===== config.mk =====
export PLATFORM = sky130hd
export DESIGN_NAME = wwdt_top
export DESIGN_NICKNAME = d
export VERILOG_FILES = /design/src/wwdt_top.v /design/src/wwdt_prescaler.v
export VERILOG_INCLUDE_DIRS = /design/src
export SDC_FILE = /design/constraint.sdc
export NUM_CORES = 1
export LEC_CHECK = 0
export BUFFER_PORTS_ARGS = -buffer_cell sky130_fd_sc_hd__buf_2
export CORE_MARGIN = 5
export CORE_UTILIZATION = 35
export CTS_CLUSTER_SIZE = 8
export DETAILED_ROUTE_END_ITERATION = 10
export GPL_TIMING_DRIVEN = 0
export PLACE_DENSITY_LB_ADDON = 0.3
export SYNTH_ARGS = -nofsm -noshare
export SYNTH_HDL_FRONTEND = slang
export SYNTH_HIERARCHICAL = 1
export SYNTH_SLANG_ARGS = --single-unit

===== constraint.sdc =====
create_clock -name clock -period 2.38 [get_ports clock]
set_input_delay 0.238 -clock clock [delete_from_list [all_inputs] [get_ports clock]]
set_output_delay 0.238 -clock clock [all_outputs]
set_load 0.01 [all_outputs]

===== src/wwdt_regs.vh =====
// Constants for the window watchdog: defaults, dividers and cause codes
`ifndef WWDT_REGS_VH
`define WWDT_REGS_VH

// Counter width and the count at which it wraps
`define WWDT_COUNT_WIDTH 16
`define WWDT_COUNT_MAX 16'hFFFF
`define WWDT_COUNT_ZERO 16'h0000

// Reset defaults of the held settings
`define WWDT_RELOAD_RST 16'hFF00
`define WWDT_WINDOW_RST 16'h0000
`define WWDT_SOURCE_RST 1'h1
`define WWDT_DIVIDE_SHORT_RST 1'h1

// Prescaler divide ratios
`define WWDT_DIV_LONG 16384
`define WWDT_DIV_SHORT 256
`define WWDT_PRESCALE_WIDTH 14

// Default interval: 256 ticks of 256 wake-up clocks at 500 kHz
`define WWDT_WAKEUP_FREQ_KHZ 500
`define WWDT_DEFAULT_INTERVAL_US 131072

// Cause of the last reset request
`define WWDT_CAUSE_NONE 2'h0
`define WWDT_CAUSE_OVERFLOW 2'h1
`define WWDT_CAUSE_EARLY 2'h2

`endif


===== src/wwdt_top.v =====
// Window watchdog: 16-bit up counter, reload, window check, reset request
//
// Behaviour
// - Watchdog comes out of every reset enabled and counting.
// - Disable and enable instructions stop and restart counting while no reset request stands.
// - Overflow of the enabled counter raises a reset request.
// - Service while enabled and count is below the window boundary raises reset request.
// - The watchdog count is a 16-bit counter.
// - Source is system clock or wake-up clock, divided by 16384 or 256.
// - Every service that is not early, with no request standing, loads the counter with the programmed reload value.
// - Reset defaults give about 0.13 s from the 500 kHz wake-up clock.
`timescale 1ns/10ps
`include "wwdt_regs.vh"

module wwdt_top #(
    parameter DIV_LONG = `WWDT_DIV_LONG,
    parameter DIV_SHORT = `WWDT_DIV_SHORT
) (
    input wire clock,
    input wire rst,
    // Instructions from the processor
    input wire service_instruction,
    input wire watchdog_disable_instruction,
    input wire watchdog_enable_instruction,
    // Wake-up oscillator and settings to hold
    input wire wakeup_clock,
    input wire config_load,
    input wire config_source_wakeup,
    input wire config_divide_short,
    input wire [`WWDT_COUNT_WIDTH-1:0] watchdog_reload_value,
    input wire [`WWDT_COUNT_WIDTH-1:0] window_boundary,
    // Reset request, status and held settings
    output reg reset_request,
    output reg [1:0] reset_cause,
    output reg watchdog_enabled,
    output reg [`WWDT_COUNT_WIDTH-1:0] watchdog_count,
    output reg source_wakeup,
    output reg divide_short,
    output reg [`WWDT_COUNT_WIDTH-1:0] reload_setting,
    output reg [`WWDT_COUNT_WIDTH-1:0] window_setting
);

    localparam [`WWDT_COUNT_WIDTH-1:0] COUNT_ONE = 16'h0001;

    ////////////////////////////////////////////////////////////////////////
    // Helper functions

    // Service taken before the count has reached the window boundary
    function is_early;
        input [`WWDT_COUNT_WIDTH-1:0] count;
        input [`WWDT_COUNT_WIDTH-1:0] boundary;
        begin
            is_early = (count < boundary);
        end
    endfunction

    // Counter value after one prescaled tick
    function [`WWDT_COUNT_WIDTH-1:0] count_step;
        input [`WWDT_COUNT_WIDTH-1:0] count;
        begin
            count_step = count + COUNT_ONE;
        end
    endfunction

    ////////////////////////////////////////////////////////////////////////
    // Internal signals

    reg wakeup_prev;
    reg wakeup_edge;
    wire source_tick;
    wire prescale_tick;
    wire prescale_clear;
    wire running;
    wire early_service;
    wire wraps;
    wire count_tick;
    wire overflow;
    wire legal_service;

    reg next_enabled;
    reg next_request;
    reg [1:0] next_cause;
    reg [`WWDT_COUNT_WIDTH-1:0] next_count;

    ////////////////////////////////////////////////////////////////////////
    // Held settings, loaded from the configuration ports on strobe

    // Reload and window words
    always @(posedge clock) begin
        if (rst) begin
            reload_setting <= `WWDT_RELOAD_RST;
            window_setting <= `WWDT_WINDOW_RST;
        end else if (config_load) begin
            reload_setting <= watchdog_reload_value;
            window_setting <= window_boundary;
        end
    end

    // Source and divider selection
    always @(posedge clock) begin
        if (rst) begin
            source_wakeup <= `WWDT_SOURCE_RST;
            divide_short <= `WWDT_DIVIDE_SHORT_RST;
        end else if (config_load) begin
            source_wakeup <= config_source_wakeup;
            divide_short <= config_divide_short;
        end
    end

    ////////////////////////////////////////////////////////////////////////
    // Source selection and prescaler

    // Rising edge of the wake-up clock, sampled as an ordinary input;
    // the pin is tracked in reset so a high level gives no false edge
    always @(posedge clock) begin
        if (rst) begin
            wakeup_prev <= wakeup_clock;
            wakeup_edge <= 1'b0;
        end else begin
            wakeup_prev <= wakeup_clock;
            wakeup_edge <= wakeup_clock & ~wakeup_prev;
        end
    end

    // System clock counts every cycle; wake-up clock once per rising edge
    assign source_tick = source_wakeup ? wakeup_edge : 1'b1;

    // Prescaler keeps its partial count while stopped
    assign running = watchdog_enabled && !reset_request;

    // Restart the divide chain on service or a change of settings
    assign prescale_clear = service_instruction || config_load;

    wwdt_prescaler #(
        .DIV_LONG(DIV_LONG),
        .DIV_SHORT(DIV_SHORT),
        .WIDTH(`WWDT_PRESCALE_WIDTH)
    ) u_prescaler (
        .clock(clock),
        .rst(rst),
        .run(running),
        .clear(prescale_clear),
        .source_tick(source_tick),
        .divide_short(divide_short),
        .tick(prescale_tick)
    );

    ////////////////////////////////////////////////////////////////////////
    // Count, window check and reset request

    assign early_service = service_instruction && watchdog_enabled &&
        is_early(watchdog_count, window_setting);
    assign wraps = (watchdog_count == `WWDT_COUNT_MAX);

    // A service restarts the chain, so a tick in its cycle is dropped
    assign count_tick = running && prescale_tick && !service_instruction;
    assign overflow = count_tick && wraps;
    assign legal_service = service_instruction && !early_service;

    // Enable wins when both instructions arrive together
    always @* begin
        next_enabled = watchdog_enabled;
        if (watchdog_enable_instruction) begin
            next_enabled = 1'b1;
        end else if (watchdog_disable_instruction) begin
            next_enabled = 1'b0;
        end
    end

    // Request is a sticky level that only rst clears
    always @* begin
        next_request = reset_request;
        if (!reset_request) begin
            if (early_service || overflow) begin
                next_request = 1'b1;
            end
        end
    end

    // Cause is fixed by the request that came first
    always @* begin
        next_cause = reset_cause;
        if (!reset_request) begin
            if (early_service) begin
                next_cause = `WWDT_CAUSE_EARLY;
            end else if (overflow) begin
                next_cause = `WWDT_CAUSE_OVERFLOW;
            end
        end
    end

    // Count freezes while a request stands; early service keeps it
    always @* begin
        next_count = watchdog_count;
        if (!reset_request) begin
            if (legal_service) begin
                next_count = reload_setting;
            end else if (count_tick) begin
                next_count = count_step(watchdog_count);
            end
        end
    end

    // Enabled again by every reset, with no software action
    always @(posedge clock) begin
        if (rst) begin
            watchdog_enabled <= 1'b1;
        end else begin
            watchdog_enabled <= next_enabled;
        end
    end

    // Request stays high until the system reset clears it
    always @(posedge clock) begin
        if (rst) begin
            watchdog_count <= `WWDT_RELOAD_RST;
            reset_request <= 1'b0;
            reset_cause <= `WWDT_CAUSE_NONE;
        end else begin
            watchdog_count <= next_count;
            reset_request <= next_request;
            reset_cause <= next_cause;
        end
    end

endmodule


===== src/wwdt_prescaler.v =====
// Prescaler dividing the selected source by the long or short ratio
`timescale 1ns/10ps
`include "wwdt_regs.vh"

module wwdt_prescaler #(
    parameter DIV_LONG = `WWDT_DIV_LONG,
    parameter DIV_SHORT = `WWDT_DIV_SHORT,
    parameter WIDTH = `WWDT_PRESCALE_WIDTH
) (
    input wire clock,
    input wire rst,
    input wire run,
    input wire clear,
    input wire source_tick,
    input wire divide_short,
    output reg tick
);

    // Last count of each ratio, cut to the counter width on purpose
    localparam integer LONG_LAST = DIV_LONG - 1;
    localparam integer SHORT_LAST = DIV_SHORT - 1;
    localparam [WIDTH-1:0] LIMIT_LONG = LONG_LAST[WIDTH-1:0];
    localparam [WIDTH-1:0] LIMIT_SHORT = SHORT_LAST[WIDTH-1:0];
    localparam [WIDTH-1:0] ONE = {{(WIDTH-1){1'b0}}, 1'b1};

    reg [WIDTH-1:0] count;
    wire [WIDTH-1:0] limit;

    assign limit = divide_short ? LIMIT_SHORT : LIMIT_LONG;

    always @(posedge clock) begin
        if (rst || clear) begin
            count <= {WIDTH{1'b0}};
            tick <= 1'b0;
        end else if (run && source_tick) begin
            if (count >= limit) begin
                count <= {WIDTH{1'b0}};
                tick <= 1'b1;
            end else begin
                count <= count + ONE;
                tick <= 1'b0;
            end
        end else begin
            tick <= 1'b0;
        end
    end

endmodule


==> results of run 1 <==
==> per-stage QoR <==
step                      instance area (um2)   util  setup WS (ns)
final                                    4680  0.451         0.0777
after CTS                                4640  0.448        0.00702
after detailed placement                 4370  0.421         -0.386
after global placement                   4370  0.421         -0.331
after global routing                     4680  0.451        -0.0111
after floorplan                          3730      -          0.169
==> metal layers <==
layer / track usage / up-vias / share of wire
li1: - / 1745 / -
met1: 0.235 / 1622 / 0.48
met2: 0.256 / 111 / 0.45
met3: 0.0246 / 12 / 0.057
met4: 0.0537 / 0 / 0.015
met5: 0 / - / 0
==> logic make-up after synthesis <==
family,Yosys count,share of synthesized area
adders and majority gates,23,0.0771
muxes,35,0.0938
and+or+nand+nor,160,0.212
AOI/OAI and AO/OA,80,0.166
xor gates and xnor gates,11,0.0258
buffers and inverters,42,0.0449
DFF,71,0.381
==> synth_stat cells (all sizes together), types with 3 or more instances <==
cell    number
dfxtp       71
nor2        53
mux2i       35
nand2       35
ha          23
inv         22
a21oi       20
o21ai       19
nor3        17
clkbuf      13
nand4       13
nand3       12
and4         6
buf          6
or3          6
xor2         6
xnor2        5
a211oi       4
a221o        4
a31oi        4
a41oi        4
and3         4
nand2b       3
nand4b       3
o21a         3
o32ai        3
or2          3
==> cells in the final DEF, fill, tap and decap left out, types with 13 or more instances in the layout <==
| cell type | instances |
|---|---|
| ha_1 | 22 |
| nor2_1 | 52 |
| buf_2 | 95 |
| inv_1 | 21 |
| o21ai_0 | 15 |
| mux2i_1 | 35 |
| dfxtp_1 | 61 |
| nand2_1 | 35 |
| a21oi_1 | 20 |
| nor3_1 | 17 |
| clkbuf_1 | 13 |
==> registers in the layout, indices dropped and copies added, names as in the netlist <==
| signal | cells |
|---|---|
| source_wakeup | 1 |
| watchdog_enabled | 1 |
| divide_short | 1 |
| reset_cause | 2 |
| u_prescaler/tick | 1 |
| u_prescaler/count | 14 |
| watchdog_count | 16 |
| wakeup_edge | 1 |
| wakeup_prev | 1 |
| reload_setting | 16 |
| window_setting | 16 |
| reset_request | 1 |
==> area by class of cell <==
type / count / area share
multi-input cells: 309 / 0.469
flip-flops and latches: 71 / 0.306
repair buffers: 98 / 0.108
clock buffers: 14 / 0.0369
well taps: 136 / 0.0363
inverters: 23 / 0.0184
plain buffers: 18 / 0.0168
clock inverters: 2 / 0.00802
==> critical path, stage by stage (launching register included) <==
cell      delay (ns)
dfxtp_2         0.42
ha_1            0.27
nor2_1          0.07
or3_4           0.39
o311ai_4        0.33
buf_4           0.19
o21ai_4         0.07
buf_4           0.17
nor2_1          0.14
o32ai_2         0.10
==> power by group through the flow <==
| stage | combinational [mW] | sequential [mW] | clock [mW] |
|---|---|---|---|
| 5_1_grt | 0.455 | 1.31 | 1.09 |
| 3_5_place_dp | 0.389 | 1.33 | 0 |
| 4_1_cts | 0.400 | 1.30 | 1.05 |
| 3_3_place_gp | 0.380 | 1.33 | 0 |
| 2_1_floorplan | 0.222 | 1.33 | 0 |
| 6_report | 0.410 | 1.30 | 1.02 |
==> final timing paths <==
check	to	slack, ns	depth (start not counted)
hold reg to reg	wakeup_edge	0.39	1
setup / recovery	watchdog_count[3]	0.08	9
setup reg to reg	watchdog_count[3]	0.08	9
hold / removal	watchdog_enabled	0.07	2
==> what timing repair did <==
action                     4_1_cts  5_1_grt
resized for setup                6       15
setup endpoints to repair       19       28
hold endpoints to repair         1        0
cloned                           0        0
pin swaps                        2        3
hold buffers                     1        0
setup buffers                    3        1
==> metrics.md, run 1 <==
| Metric | Value |
|---|---|
| Status | `complete, no violations` |
| Final Hold Fails | `0` |
| Nets@finish | `594` |
| Worst Path Class, Setup | `flip-flop to flip-flop` |
| Global-route wire length before repair | `17300 um` |
| Logic gate share of total power | `0.150` |
| Die H | `113 um` |
| DP HPWL | `8010 um` |
| Critical path arrival | `2.50 ns` |
| Post-synthesis cell count | `422` |
| Cell Count, Final, Fillers Out | `671` |
| Worst Setup End Kind | `flip-flop` |
| Post-synth ARST share | `0` |
| H-tree levels | `3` |
| Layout cell share with drive strength beyond 1 | `0.279` |
| Initial DRC Count | `276` |
| MaxCap Viol Count | `0` |
| Crit path launch type | `flip-flop` |
| Max Slew Vio Count | `0` |
| N_diodes | `0` |
| Boundary pin count | `95` |
| Max Freq | `434 MHz` |
| Seq pwr share | `0.477` |
| Routed Wire Length | `10600 um` |
| Period Utilization, post-route | `0.967` |
| Die W | `113 um` |
| DR pass1 iterations | `5` |
| FF-to-FF Start | `watchdog_count[3]` |
| Largest net degree at the start of global routing | `12` |
| Yosys top cell area share | `0.381` |
| Syn nets | `486` |
| Clock sinks | `71` |
| Clk_lat worst skew | `0.34 ns` |
| DP Cell Count | `651` |
| Area leader, netlist | `dfxtp_1` |
| Vias | `3490` |
| Top FF cell, synth | `dfxtp_1` |
| Internal power | `2.00 mW` |
| Hold Path Origin | `watchdog_disable_instruction` |
| Ranking of synthesized cells by area | `dfxtp_1 38%, mux2i_1 9.4%, ha_1 7.7%, nor2_1 5.3%, nand2_1 3.5%` |
| Register area share after synthesis | `0.381` |
| Setup_tns | `0 ns` |
| Area Overhead vs Synth | `25.4%` |
| Relative max-transition margin | `0.503` |
| CP max FO | `7` |
| Clk pwr share | `0.373` |
| WL per Instance | `15.8 um` |
| Global route overflow | `0` |
| CTS buffer count | `9` |
| Layout Skew | `0.0106 ns` |
| CTS tree | `done` |
| Sw Pwr | `0.733 mW` |
| Core ar. | `10400 um2` |
| Critical path launch point | `watchdog_count[3]` |
| Multi-input logic area | `2200 um2` |
| Number of unique standard cell types used by synthesis | `57` |
| Tmin final | `2.30 ns` |
| DR DRC count | `0` |
| YS warnings | `6` |
| CP required | `2.58 ns` |
| Switching part of the total | `0.268` |
| Rows | `37` |
| Antenna violations before repair | `0` |
| Overall routing resource usage | `0.165` |
| Static Leak | `2.04 nW` |
| Fillers | `1057` |
| CTS Root Cell | `clkbuf_8` |
| Total power | `2.73 mW` |
| Hold slack | `0.0728 ns` |
| Worst-Margin Slew | `0.746 ns` |
| Setup violations, final | `0` |
| Post-DRT Antenna Nets | `0` |
| Routability Congestion | `0.862` |
| Max Root-Sink Buffers | `2` |
| Synthesized area | `3730 um2` |
| Clock transition at path regs | `0.07 ns` |
| Vias in the first global route | `3428` |
| Via density | `5.20` |
| Synth Register Bits | `71` |
| VDD IR max | `231 uV` |
| Power Density | `583 nW/um2` |
| Initial Util | `0.360` |
| Seq. cell area | `1430 um2` |
| Die area | `12800 um2` |
| Avg Cell Area, Syn | `8.85 um2` |
| Number of synthesized flops with an enable pin | `0` |
| Hold WC Path Type | `primary input to flip-flop` |
| IO buf count | `93` |
(Power assumes the default switching activity.)
==> inputs of run 2 (changes only) <==
PLACE_DENSITY_LB_ADDON = default   (was 0.3)
==> run 2 against run 1 <==
Net effect: non-clock buffer count up 2; combinational power about the same; global-route usage up 0.35 points; register-to-register slack about the same; largest power group unchanged; die area unchanged; clock power down 6%; sequential share of layout area down 0.054 points; routed wire length up 1.1%; count of clock-buffer cells in the layout down 1; worst hold slack about the same; power down 1.9%.
==> metrics.md, run 2 (same netlist as run 1, synthesis figures left out) <==
| Metric | Value |
|---|---|
| Clk_lat worst skew | `0.35 ns` |
| Final instance area | `4680 um2` |
| Critical path arrival | `2.52 ns` |
| CP max FO | `10` |
| Static Leak | `2.04 nW` |
| Post-DRT Antenna Nets | `0` |
| Fillers | `1035` |
| N_diodes | `0` |
| Most common cell after layout, fill and taps aside | `buf_2` |
| Initial Util | `0.360` |
| Final Hold Fails | `0` |
| Period Utilization, post-route | `0.963` |
| MaxCap Viol Count | `0` |
| Via density | `5.35` |
| Multi-input logic area | `2200 um2` |
| DP Cell Count | `651` |
| DR DRC count | `0` |
| Met2 Wirelength | `4780 um` |
| Placed Area | `4370 um2` |
| Die area | `12800 um2` |
| Boundary pin count | `95` |
| Seq. cell area | `1430 um2` |
| WL per Instance | `16.0 um` |
| CP required | `2.61 ns` |
| Clock transition at path regs | `0.07 ns` |
| Hold slack | `0.0732 ns` |
| Area Overhead vs Synth | `25.4%` |
| Routability Congestion | `0.860` |
| Rows | `37` |
| Crit path launch type | `flip-flop` |
| Power Density | `572 nW/um2` |
| CTS tree | `done` |
| Worst slack at placement | `-0.370 ns` |
| Layout Skew | `0.0105 ns` |
| Nets@finish | `596` |
| Layout cell share with drive strength beyond 1 | `0.277` |
| Die W | `113 um` |
| Max Root-Sink Buffers | `2` |
| Worst-Margin Slew | `0.740 ns` |
| Global route overflow | `0` |
| RSZ-0062 raised after global routing | `yes` |
| Max Used Layer | `met4` |
| Initial DRC Count | `267` |
| DR pass1 iterations | `5` |
| Die H | `113 um` |
| M1 WL | `4960 um` |
| Final core utilization | `0.451` |
| VDD IR max | `325 uV` |
| Global-route wire length before repair | `17200 um` |
| Worst Path Class, Setup | `flip-flop to flip-flop` |
| Max Slew Vio Count | `0` |
| Met3 WL post-DR | `730 um` |
| Overall routing resource usage | `0.169` |
| DP HPWL | `8070 um` |
| CTS Root Cell | `clkbuf_8` |
| Core ar. | `10400 um2` |
| Biggest regs | `reload_setting: 16 flops, watchdog_count: 16 flops, window_setting: 16 flops` |
| Clock sinks | `71` |
| IO buf count | `93` |
| H-tree levels | `3` |
| Most frequent cells in the layout | `95 x buf_2, 63 x dfxtp_1, 52 x nor2_1` |
| Antenna violations before repair | `0` |
| Max Freq | `436 MHz` |
| Hold WC Path Type | `primary input to flip-flop` |
| Setup violations, final | `0` |
| Worst Setup End Kind | `flip-flop` |
| Largest net degree at the start of global routing | `12` |
| Status | `complete, no violations` |
| CTS buffer count | `9` |
| Relative max-transition margin | `0.507` |
| Vias | `3602` |
| Tmin final | `2.29 ns` |
| Routed Wire Length | `10700 um` |
| Crit path setup slack, layout | `0.0882 ns` |
| Cell Count, Final, Fillers Out | `673` |
| Vias in the first global route | `3361` |
run 2: cell count changes in the layout (fill, tap and decap cells not counted), moves of 2 or more:
cell,previous run,this run
buf_4,4,6
clkbuf_8,12,10
dfxtp_1,61,63
dfxtp_2,10,8
o21ai_0,15,13
o21ai_1,3,5
run 2: report_power, final:
group / switching [mW] / leakage, nW / total [mW] / internal [mW]
Clock: 0.447 / 0.0936 / 0.959 / 0.513
Combinational: 0.227 / 1.36 / 0.413 / 0.185
Sequential: 0.0628 / 0.585 / 1.30 / 1.24
run 2: critical path, stage by stage, from the launching register on:
cell and delay [ns]:
dfxtp_1 0.45, ha_1 0.25, nor3_1 0.09, or3_4 0.38
o311ai_4 0.34, o221ai_4 0.19, buf_6 0.19, a221o_1 0.29
run 2: layout make-up:
type / instances / area share
clock inverters: 3 / 0.00909
plain buffers: 18 / 0.0168
well taps: 136 / 0.0363
multi-input cells: 309 / 0.471
repair buffers: 100 / 0.111
clock buffers: 13 / 0.0318
flip-flops and latches: 71 / 0.306
inverters: 23 / 0.0184
run 2: path summary, 6_finish.rpt:
| path | to | slack, ns | cells past startpoint | startpoint |
|---|---|---|---|---|
| worst max-delay path | watchdog_count[9] | 0.09 | 7 | watchdog_count[2] |
| worst min-delay path | watchdog_enabled | 0.07 | 2 | watchdog_disable_instruction |
| worst max register to register | watchdog_count[9] | 0.09 | 7 | watchdog_count[2] |
| worst min register to register | wakeup_edge | 0.39 | 1 | wakeup_prev |
run 2: repair_timing:
item,CTS,global route
gates resized for setup,7,16
hold buffers,1,0
setup buffers,2,4
setup endpoints to repair,13,27
pin swaps,1,4
endpoints found under the hold margin,1,0
run 2: through the flow:
step / power, mW / TNS [ns]
floorplan: 1.56 / 0
global placement: 1.71 / -3.61
detailed placement: 1.72 / -4.41
CTS: 2.69 / 0
global route: 2.81 / -0.0565
finish: 2.68 / 0
run 2: routing by layer:
metal / global-route usage / vias to the layer above
met1: 0.228 / 1700
met3: 0.0385 / 19
li1: - / 1751
met2: 0.263 / 132
met5: 0 / -
met4: 0.0625 / 0
